[config.mk]
export PLATFORM = sky130hd
export DESIGN_NAME = trace_buffer_readout
export DESIGN_NICKNAME = d
export VERILOG_FILES = /design/src/design/trace_readout_pkg.sv /design/src/design/trace_line_store.sv /design/src/design/two_entry_buffer.sv /design/src/design/trace_buffer_readout.sv
export SDC_FILE = /design/constraint.sdc
export NUM_CORES = 2
export LEC_CHECK = 0
export ABC_AREA = 1
export CAP_MARGIN = 10
export CORE_UTILIZATION = 25
export DETAILED_ROUTE_END_ITERATION = 12
export DONT_BUFFER_PORTS = 1
export MAX_ROUTING_LAYER = met4
export PLACE_DENSITY_LB_ADDON = 0.08
export REMOVE_ABC_BUFFERS = 1
export SLEW_MARGIN = 25
export SYNTH_ARGS = -nofsm -noshare
export SYNTH_HDL_FRONTEND = slang
export SYNTH_SLANG_ARGS = --single-unit
[constraint.sdc]
create_clock -name sys_clk -period 5.2 [get_ports sys_clk]
set_clock_uncertainty 0.15 [all_clocks]
set_input_delay 0.52 -clock sys_clk [delete_from_list [all_inputs] [get_ports sys_clk]]
set_output_delay 0.52 -clock sys_clk [all_outputs]
set_load 0.005 [all_outputs]
[src/design/trace_readout_pkg.sv]
package trace_readout_pkg;

   // Bus and data widths
   localparam int ADDR_W  = 8;
   localparam int DATA_W  = 16;
   localparam int LINE_W  = 64;
   localparam int SRC_W   = 2;

   // Trace store geometry: 64 lines of four 16-bit portions
   localparam int DEPTH   = 64;
   localparam int LINE_AW = 6;
   localparam int PART_AW = 2;
   localparam int PTR_W   = LINE_AW + PART_AW;

   // Register offsets (byte addresses on the plain port)
   localparam logic [ADDR_W-1:0] CTRL_ADDR   = 8'h20;
   localparam logic [ADDR_W-1:0] STATUS_ADDR = 8'h22;
   localparam logic [ADDR_W-1:0] WIN_ADDR    = 8'h24;
   localparam logic [ADDR_W-1:0] WIN_ADDR_HI = 8'h25;
   localparam logic [ADDR_W-1:0] WRPTR_ADDR  = 8'h28;

   // Control register fields
   localparam int CTRL_ARM_BIT = 0;
   localparam int CTRL_SRC_LSB = 1;

   // Status register fields
   localparam int STAT_UNLOCK_BIT  = 0;
   localparam int STAT_ARMED_BIT   = 1;
   localparam int STAT_SECURED_BIT = 2;
   localparam int STAT_WRAP_BIT    = 3;
   localparam int STAT_PTR_LSB     = 8;

   // Reset values and step constants
   localparam logic [SRC_W-1:0]   SRC_RESET  = 2'h0;
   localparam logic [PTR_W-1:0]   PTR_ZERO   = 8'h00;
   localparam logic [PTR_W-1:0]   PTR_ONE    = 8'h01;
   localparam logic [LINE_AW-1:0] LINE_ZERO  = 6'h00;
   localparam logic [LINE_AW-1:0] LINE_ONE   = 6'h01;
   localparam logic [LINE_AW-1:0] LAST_LINE  = 6'h3f;
   localparam logic [PART_AW-1:0] PART_ZERO  = 2'h0;
   localparam logic [DATA_W-1:0]  DATA_ZERO  = 16'h0000;
   localparam logic [LINE_W-1:0]  LINE_CLEAR = 64'h0000_0000_0000_0000;

   // Two-entry buffer occupancy
   localparam logic [1:0] CNT_EMPTY = 2'h0;
   localparam logic [1:0] CNT_ONE   = 2'h1;
   localparam logic [1:0] CNT_FULL  = 2'h2;

endpackage

[src/design/trace_line_store.sv]
`timescale 1ns/1ps
module trace_line_store
   import trace_readout_pkg::*;
(
   // Clock and enable
   input  wire logic               sys_clk,
   input  wire logic               clk_en,
   // Write side
   input  wire logic               wr_en,
   input  wire logic [LINE_AW-1:0] wr_addr,
   input  wire logic [LINE_W-1:0]  wr_data,
   // Read side
   input  wire logic [LINE_AW-1:0] rd_addr,
   output      logic [LINE_W-1:0]  rd_data
);

   // No reset on the array: contents survive everything but power-up
   logic [LINE_W-1:0] lines [DEPTH];

   // Asynchronous read; the caller registers the selected portion
   assign rd_data = lines[rd_addr];

   // Write only while the clock enable lets state move
   always_ff @(posedge sys_clk) begin
      if (clk_en && wr_en) begin
         lines[wr_addr] <= wr_data;
      end
   end

endmodule

[src/design/two_entry_buffer.sv]
`timescale 1ns/1ps
module two_entry_buffer
   import trace_readout_pkg::*;
#(
   parameter int WIDTH = LINE_W
)
(
   // Clock, reset and enable
   input  wire logic             sys_clk,
   input  wire logic             reset_n,
   input  wire logic             clk_en,
   // Filling side
   input  wire logic             in_valid,
   output      logic             in_ready,
   input  wire logic [WIDTH-1:0] in_data,
   // Draining side
   output      logic             out_valid,
   input  wire logic             out_ready,
   output      logic [WIDTH-1:0] out_data
);

   logic [WIDTH-1:0] head;
   logic [WIDTH-1:0] tail;
   logic [1:0]       count;
   logic [1:0]       next_count;
   logic [WIDTH-1:0] next_head;
   logic [WIDTH-1:0] next_tail;
   logic             push;
   logic             pop;

   // Handshakes; ready is a flop so the source sees a clean level
   assign push      = in_valid && in_ready;
   assign pop       = out_valid && out_ready;
   assign out_valid = (count != CNT_EMPTY);
   assign out_data  = head;

   // Occupancy and slot steering
   assign next_count = (push && !pop) ? count + CNT_ONE :
                       (pop && !push) ? count - CNT_ONE : count;
   assign next_head  = (push && (pop || count == CNT_EMPTY)) ?
                       (pop && count == CNT_FULL ? tail : in_data) :
                       (pop ? tail : head);
   assign next_tail  = (push && !pop && count == CNT_ONE) ? in_data : tail;

   // Data slots need no reset; occupancy does
   always_ff @(posedge sys_clk) begin
      if (clk_en) begin
         head <= next_head;
         tail <= next_tail;
      end
   end

   always_ff @(posedge sys_clk or negedge reset_n) begin
      if (!reset_n) begin
         count    <= CNT_EMPTY;
         in_ready <= 1'b0;
      end else if (clk_en) begin
         count    <= next_count;
         in_ready <= (next_count != CNT_FULL);
      end
   end

endmodule

[src/design/trace_buffer_readout.sv]
// Implementation choice: strobed register access.
`timescale 1ns/1ps
// Behaviour
// - Valid data needs unlocked, unsecured, disarmed, source set
// - Aligned word write while disarmed unlocks
// - Window write never alters stored trace lines
// - Each 64-bit line shown as 16-bit portions
// - Each valid window read advances read pointer
// - Writing arm bit one locks the buffer
// - Byte or misaligned window read returns zero, no advance
// - Word read while armed returns zero, no advance
// - Store undefined after power-up, untouched by others
module trace_buffer_readout
   import trace_readout_pkg::*;
(
   // Clock, reset and enable
   input  wire logic              sys_clk,
   input  wire logic              reset_n,
   input  wire logic              clk_en,
   // Register port
   input  wire logic [ADDR_W-1:0] bus_addr,
   input  wire logic [DATA_W-1:0] bus_wdata,
   input  wire logic              bus_wstrb,
   input  wire logic              bus_rstrb,
   input  wire logic              bus_word,
   output      logic [DATA_W-1:0] bus_rdata,
   // Chip security state
   input  wire logic              chip_secured,
   // Trace capture stream
   input  wire logic              trace_in_valid,
   input  wire logic [LINE_W-1:0] trace_in_data,
   output      logic              trace_in_ready,
   // Capture state
   output      logic              capture_armed
);

   // Software visible state
   logic [SRC_W-1:0]   trace_origin_select;
   logic               unlocked;
   logic [PTR_W-1:0]   rd_ptr;
   logic [LINE_AW-1:0] wr_ptr;
   logic               wrapped;

   // Next values
   logic               next_capture_armed;
   logic [SRC_W-1:0]   next_trace_origin_select;
   logic               next_unlocked;
   logic [PTR_W-1:0]   next_rd_ptr;
   logic [LINE_AW-1:0] next_wr_ptr;
   logic               next_wrapped;
   logic [DATA_W-1:0]  next_rdata;

   // Decode and datapath wires
   logic               ctrl_hit;
   logic               status_hit;
   logic               wrptr_hit;
   logic               win_aligned;
   logic               ctrl_wr;
   logic               arm_bit;
   logic               arm_rise;
   logic               win_unlock;
   logic               read_allowed;
   logic               win_read_ok;
   logic               capture_go;
   logic               store_wr;
   logic [PTR_W-1:0]   oldest_ptr;
   logic [LINE_W-1:0]  line_data;
   logic [DATA_W-1:0]  portion;
   logic [DATA_W-1:0]  ctrl_value;
   logic [DATA_W-1:0]  status_value;
   logic [DATA_W-1:0]  wrptr_value;
   logic [DATA_W-1:0]  reg_value;
   logic               buf_valid;
   logic [LINE_W-1:0]  buf_data;

   // Capture stream passes through a two-entry buffer so a stall loses no line
   two_entry_buffer #(
      .WIDTH     (LINE_W)
   ) u_capture_buffer (
      .sys_clk   (sys_clk),
      .reset_n   (reset_n),
      .clk_en    (clk_en),
      .in_valid  (trace_in_valid),
      .in_ready  (trace_in_ready),
      .in_data   (trace_in_data),
      .out_valid (buf_valid),
      .out_ready (capture_go),
      .out_data  (buf_data)
   );

   // Line store, fed only from the capture side
   trace_line_store u_line_store (
      .sys_clk   (sys_clk),
      .clk_en    (clk_en),
      .wr_en     (store_wr),
      .wr_addr   (wr_ptr),
      .wr_data   (buf_data),
      .rd_addr   (rd_ptr[PTR_W-1:PART_AW]),
      .rd_data   (line_data)
   );

   // Address decode
   assign ctrl_hit    = (bus_addr == CTRL_ADDR);
   assign status_hit  = (bus_addr == STATUS_ADDR);
   assign wrptr_hit   = (bus_addr == WRPTR_ADDR);
   assign win_aligned = bus_word && (bus_addr == WIN_ADDR);

   // Control writes; arm bit rewrites re-lock even if already armed
   assign ctrl_wr  = bus_wstrb && ctrl_hit;
   assign arm_bit  = bus_wdata[CTRL_ARM_BIT];
   assign arm_rise = ctrl_wr && arm_bit && !capture_armed;

   // Unlock only by an aligned word write while disarmed
   assign win_unlock = bus_wstrb && win_aligned && !capture_armed;

   // Gate for a valid window read
   assign read_allowed = unlocked && !chip_secured && !capture_armed
                         && (trace_origin_select != SRC_RESET);
   assign win_read_ok  = bus_rstrb && win_aligned && read_allowed;

   // Capture drains the buffer only while armed with a source chosen;
   // otherwise the buffer fills and pushes back on the source
   assign capture_go = capture_armed && (trace_origin_select != SRC_RESET);
   assign store_wr   = buf_valid && capture_go;

   // After a wrap the oldest line sits at the write pointer
   assign oldest_ptr = wrapped ? {wr_ptr, PART_ZERO} : PTR_ZERO;

   // Portion select; low pointer bits pick 16 of the 64 bits
   assign portion = line_data[{rd_ptr[PART_AW-1:0], 4'h0} +: DATA_W];

   // Control and status images; unused bits read as zero
   assign ctrl_value   = {13'h0000, trace_origin_select, capture_armed};
   assign status_value = {rd_ptr, 4'h0, wrapped, chip_secured,
                          capture_armed, unlocked};
   assign wrptr_value  = {10'h000, wr_ptr};

   // Register read mux; window and unmapped addresses fall to zero
   assign reg_value = ctrl_hit   ? ctrl_value   :
                      status_hit ? status_value :
                      wrptr_hit  ? wrptr_value  : DATA_ZERO;

   // Read data stands only in the cycle after a read strobe
   assign next_rdata = !bus_rstrb  ? DATA_ZERO :
                       win_read_ok ? portion :
                       reg_value;

   // Arming state and source selection
   assign next_capture_armed       = ctrl_wr ? arm_bit : capture_armed;
   assign next_trace_origin_select = ctrl_wr ? bus_wdata[CTRL_SRC_LSB +: SRC_W]
                                             : trace_origin_select;

   // Lock on arm, unlock on window write; the two never share a cycle
   assign next_unlocked = (ctrl_wr && arm_bit) ? 1'b0 :
                          win_unlock ? 1'b1 : unlocked;

   // Read pointer: unlock rewinds to the oldest line, valid reads step it;
   // the portion bits carry into the line bits, so line order follows
   assign next_rd_ptr = win_unlock  ? oldest_ptr :
                        win_read_ok ? rd_ptr + PTR_ONE :
                        rd_ptr;

   // Write pointer restarts on each fresh arm and wraps round the store
   assign next_wr_ptr  = arm_rise ? LINE_ZERO :
                         store_wr ? wr_ptr + LINE_ONE : wr_ptr;
   assign next_wrapped = arm_rise ? 1'b0 :
                         (store_wr && wr_ptr == LAST_LINE) ? 1'b1 : wrapped;

   // Control state; the line store itself has no reset at all
   always_ff @(posedge sys_clk or negedge reset_n) begin
      if (!reset_n) begin
         capture_armed       <= 1'b0;
         trace_origin_select <= SRC_RESET;
         unlocked            <= 1'b0;
      end else if (clk_en) begin
         capture_armed       <= next_capture_armed;
         trace_origin_select <= next_trace_origin_select;
         unlocked            <= next_unlocked;
      end
   end

   // Pointers and wrap marker
   always_ff @(posedge sys_clk or negedge reset_n) begin
      if (!reset_n) begin
         rd_ptr  <= PTR_ZERO;
         wr_ptr  <= LINE_ZERO;
         wrapped <= 1'b0;
      end else if (clk_en) begin
         rd_ptr  <= next_rd_ptr;
         wr_ptr  <= next_wr_ptr;
         wrapped <= next_wrapped;
      end
   end

   // Registered read data
   always_ff @(posedge sys_clk or negedge reset_n) begin
      if (!reset_n) begin
         bus_rdata <= DATA_ZERO;
      end else if (clk_en) begin
         bus_rdata <= next_rdata;
      end
   end

endmodule

# After elaboration in Yosys (flattened, before gate mapping)
# Memories as Yosys holds them, arrays and structs flattened.
# Index checks and enable logic that the tools add are counted.
totals:
  ff_bits: 166
  in_bits: 96
  memories: 1
  out_inout_bits: 18
  mem_bits_rw: 4096
memory_table:
  columns: ["name", "depth", "width", "rd", "rd_clocked_by_memory_dff", "wr", "line_no", "source"]
  rows:
  - ["u_line_store.lines", 64, 64, 1, 0, 1, "trace_line_store.sv:18", "logic [LINE_W-1:0] lines [DEPTH];"]
op_classes:
  shift: 1
  eq_ne: 8
  mux: 21
  add_sub_neg: 4
  reduce_logical: 41
op_table:
  columns: ["operator", "count"]
  rows:
  - ["$mux 64", 3]
  - ["$mux 16", 4]
  - ["$shiftx 64x7->16", 1]
  - ["$eq 8x6->1 const B", 4]
  - ["$mux 8", 3]
  - ["$logic_and 1x1->1", 21]
  - ["$mux 6", 3]
  - ["$reduce_and 2->1", 7]
  - ["$reduce_bool 2->1", 7]
  - ["$add 8x1->8 const B", 1]
  - ["$add 6x1->6 const B", 1]
  - ["$eq 6x6->1 const B", 1]
  - ["$mux 1", 6]
  - ["$logic_not 1->1", 4]
  - ["$mux 2", 2]
  - ["$add 2x1->2 const B", 1]
  - ["$eq 2x1->1 const B", 1]
  - ["$eq 2x2->1 const B", 1]
  - ["$logic_not 2->1", 1]
  - ["$ne 2x2->1 const B", 1]
  - ["$sub 2x1->2 const B", 1]
  - ["$logic_or 1x1->1", 1]

# Logic depth before layout (Yosys ltp)
depth:
  ltp_word: 7
  ltp_mapped: 20
  mapped_depth_nobuf: 17

# Modules after synthesis
# From an unflattened synthesis, not the netlist that was laid out.
hier_totals:
  hier_cells: 14116
  area_unflattened_um2: 171857.3
by_module_without_submodules:
  columns: ["module", "n_inst", "cells_per_inst", "area_per_inst_um2"]
  rows:
  - ["trace_line_store", 1, 13339, 163961.0]
  - ["two_entry_buffer", 1, 370, 5231.3]
  - ["trace_buffer_readout", 1, 407, 2665.1]

# Worst setup path after synthesis
# No wires, ideal clock.
synth_path:
  kind: "reg-to-reg"
  startpoint: "register capture_armed"
  endpoint: "memory u_line_store.lines[10][0], enable pin"
  t_arrival_ns: 4.324
  synth_period_minus_slack_ns: 4.961
  setup_ns: 0.487
  stages_incl_launch_ff: 11
  n_path_buf: 0
  slack_ns: 0.239
  path_cell_list: "dfrtp_1 inv_1 nor2_1 inv_1 nor2_1 inv_1 nor2_1 inv_1 nor2_1 nand3_1 nor2_1"
synth_between:
  elab_chain_len: 5
synth_lines:
  columns: ["element", "line_no", "source"]
  rows:
  - ["start, declared", "trace_buffer_readout.sv:34", "output logic capture_armed"]
  - ["start signal, assigned", "trace_buffer_readout.sv:176", "capture_armed <= next_capture_armed;"]
  - ["$logic_and 1x1->1", "trace_buffer_readout.sv:123", "assign capture_go = capture_armed && (trace_origin_select != SRC_RESET);"]
  - ["$logic_and 1x1->1", "trace_buffer_readout.sv:124", "assign store_wr = buf_valid && capture_go;"]
  - ["$logic_and 1x1->1", "trace_line_store.sv:25", "if (clk_en && wr_en) begin"]
  - ["$mux 1", "trace_line_store.sv:25", null]
  - ["$mux 1 (not written as such)", "trace_line_store.sv:26", "lines[wr_addr] <= wr_data;"]
  - ["end, declared", "trace_line_store.sv:18", null]
# Every way passes these cells.

# Worst setup path in the final report
layout_path:
  startpoint: "register capture_armed"
  endpoint: "memory u_line_store.lines[7][28], enable pin"
# The elaborated chain is that of the path after synthesis.

==> flow_summary.ini <==
[placed_design]
gp_congestion = 0.739
dp_slack_ps = 875
io_buffers = 0
placed_area_um2 = 187000
dp_hpwl_um = 353000

[route]
wire_per_inst_um = 29.1
num_vias = 113000
drt-initial-drc-count = 10500
drtPass1Iterations = 5
avgViaCountPerCell = 4.64
wl_um = 708000
drc = 0
postRouteAntennaNets = 0

[floorplan]
start_util_pct = 25.1
die-area_um2 = 696000
core_um2 = 690000
die_width_um = 834
rows = 305
io_pins = 114
die_y_um = 834

[synth]
synth-seq-area-share_pct = 73.8
avgSynthCellArea_um2 = 12.0
synth-main-ff-cell = edfxtp_1
ys_ff_latch = 4262
ys_warn_count = 0
synth_top_area_cell = edfxtp_1
synthDistinctLibCells = 40
synth_area_um2 = 173000
syn_inst = 14500
synthArstFlopShare_pct = 0.892
yosys.area.top_type_share_pct = 73.3
synth_edf_count = 4224
synth_area_leaders = edfxtp_1 (73%), nand2_1 (6.6%), nor2_1 (4.9%)

[clock_tree]
cts_setup_buffers = 0
cts_root_buf = clkbuf_16
htree_levels = 6
cts_buffer_depth = 4
insertion_delay_ps = 1080
cts_buffers = 530
cts_sinks = 4262
cts_resized = 0
clkSlewWorstSetupHoldPaths_ps = 60
cts_tree = built

[status]
status = completed

[global_route]
grt_pass1_wl_um = 967000
grt_overflow = 0
grt_max_degree = 141
antenna_found_initial = 50
track_usage_pct = 20.4
grt_pass1_vias = 111000

[sta]
finalSetupViolCount = 0
drv_slew = 0
worst_pin_slew_ps = 1190
max_freq_ghz = 0.229
finalWorstSetupSlack_ps = 829
fin_crit_ps = 4370
tns_ps = 0
relSlewSlack_pct = 19.9
rsz0062_at_grt = false
finalCritPeriodShare_pct = 84.1
hold_viol_final = 0

[worst_setup_path]
required_ps = 5740
critPathArrivalTime_ps = 4920
critPathKind = reg -> reg
start_kind = flip-flop
crit_fanout = 27
endpoint_kind = flip-flop

[run]
maxCapViolCount = 0

[finish]
final_layout_size_suffix_gt1_share_pct = 8.93
syn_to_final_growth_pct = 18.3
final_core_util_pct = 29.7
design_area_um2 = 205000
final_nets = 14900

[pwr]
p_per_area_nw_per_um2 = 375
p_leak_nw = 70.6
total_power_w = 0.0768
ir_drop_v = 0.000413

[worst_hold_path]
hold_path_class = in -> reg
-- synthesized netlist by cell type, drive strengths merged (4+ instances only) --
| library cell | number |
|---|---|
| o22ai | 64 |
| buf | 540 |
| a21oi | 263 |
| o221ai | 9 |
| o21ai | 1283 |
| nand2 | 3060 |
| nor3 | 8 |
| nand3b | 4 |
| clkinv | 5 |
| nand4 | 11 |
| mux2 | 66 |
| edfxtp | 4224 |
| ha | 5 |
| clkbuf | 345 |
| inv | 560 |
| or2 | 44 |
| o211ai | 288 |
| dfrtp | 38 |
| nand3 | 1355 |
| a31oi | 4 |
| nor2 | 2281 |
-- cell type report --
class                      instances  area, um2
inverter                         565       2180
multi-input combinational       8756      39100
clock buffer                     705      14200
timing repair buffer             641       8000
antenna                           13       32.5
fill                           70500     485000
sequential                      4262     128000
clock inverter                   229       1820
tap                             9210      11500
-- timing repair --
item,4_1_cts,5_1_grt
endpoints found under the hold margin,240,0
hold buffers,154,0
endpoints found under the setup margin,0,0
-- critical path, stage by stage (launching register included) --
cell and delay [ps]:
dfrtp_1 540, inv_1 100, nor2_1 110, inv_1 80, nor2_1 120, inv_1 120, nor2_1 750, nand2_1 850
nor2_4 650, buf_12 300
-- sequential cells by signal, summed over array words and instances, names as in the netlist, 2 cells and up --
signal / flops
wr_ptr: 6
trace_origin_select: 2
u_capture_buffer.tail: 64
u_capture_buffer.count: 2
bus_rdata: 16
rd_ptr: 8
u_line_store.lines: 4096
u_capture_buffer.out_data: 64
-- metrics by stage --
| step | std cells | hold slack, ps |
|---|---|---|
| after floorplan | 13600 | 74.4 |
| after global placement | 23300 | 77.1 |
| after detailed placement | 23300 | 76.7 |
| after CTS | 24400 | 7.22 |
| after global routing | 24400 | 118 |
| final | 24400 | 131 |
-- worst paths after layout --
path	startpoint	end	slack, ps	cells past startpoint
worst max-delay path	capture_armed	u_line_store.lines[7][28]	830	9
worst min-delay path	bus_addr[2]	bus_rdata[3]	130	7
worst max register to register	capture_armed	u_line_store.lines[7][28]	830	9
worst min register to register	bus_rdata[7]	bus_rdata[7]	380	2
max in group asynchronous	reset_n	bus_rdata[15]	4090	4
min in group asynchronous	reset_n	trace_origin_select[1]	450	4
-- cell usage in the layout (no fill, tap or decap), drive strengths merged --
master / n
edfxtp: 4224
nand2: 3060
nor2: 2281
nand3: 1355
o21ai: 1283
clkbuf: 705
inv: 587
buf: 489
o211ai: 288
a21oi: 263
clkinv: 188
dlygate4sd3: 152
mux2: 66
o22ai: 64
or2: 44
dfrtp: 38
diode: 13
bufinv: 12
nand4: 11
o221ai: 9
nor3: 8
clkinvlp: 7
ha: 5
nand3b: 4
a31oi: 4
o31ai: 1
nor4: 1
a221oi: 1
a32o: 1
o22a: 1
xor2: 1
xnor2: 1
o21a: 1
o21bai: 1
a21boi: 1
nor3b: 1
-- routing by layer --
layer / track usage (%) / part of all wire, %
met1: 28.7 / 48
met4: 3.66 / 1.9
met5: - / 0
met3: 2.20 / 4.1
met2: 32.3 / 46
-- cell families after synthesis --
group / count (synthesis) / share of synthesized area (%)
multiplexers: 66 / 0.429
XOR/XNOR: 2 / 0.0101
adder cells (fa/ha/maj): 5 / 0.0362
buffers and inverters: 1450 / 3.87
AND/OR/NAND/NOR: 6765 / 15.8
AO/OA/AOI/OAI: 1918 / 6.05
flip-flops: 4262 / 73.8
-- power breakdown --
group	total, W	switching, W	internal, W
clock	0.0352	0.0153	0.0199
combinational	0.00313	0.00239	0.000739
sequential	0.0385	0.0000524	0.0384
(Power assumes the default switching activity.)
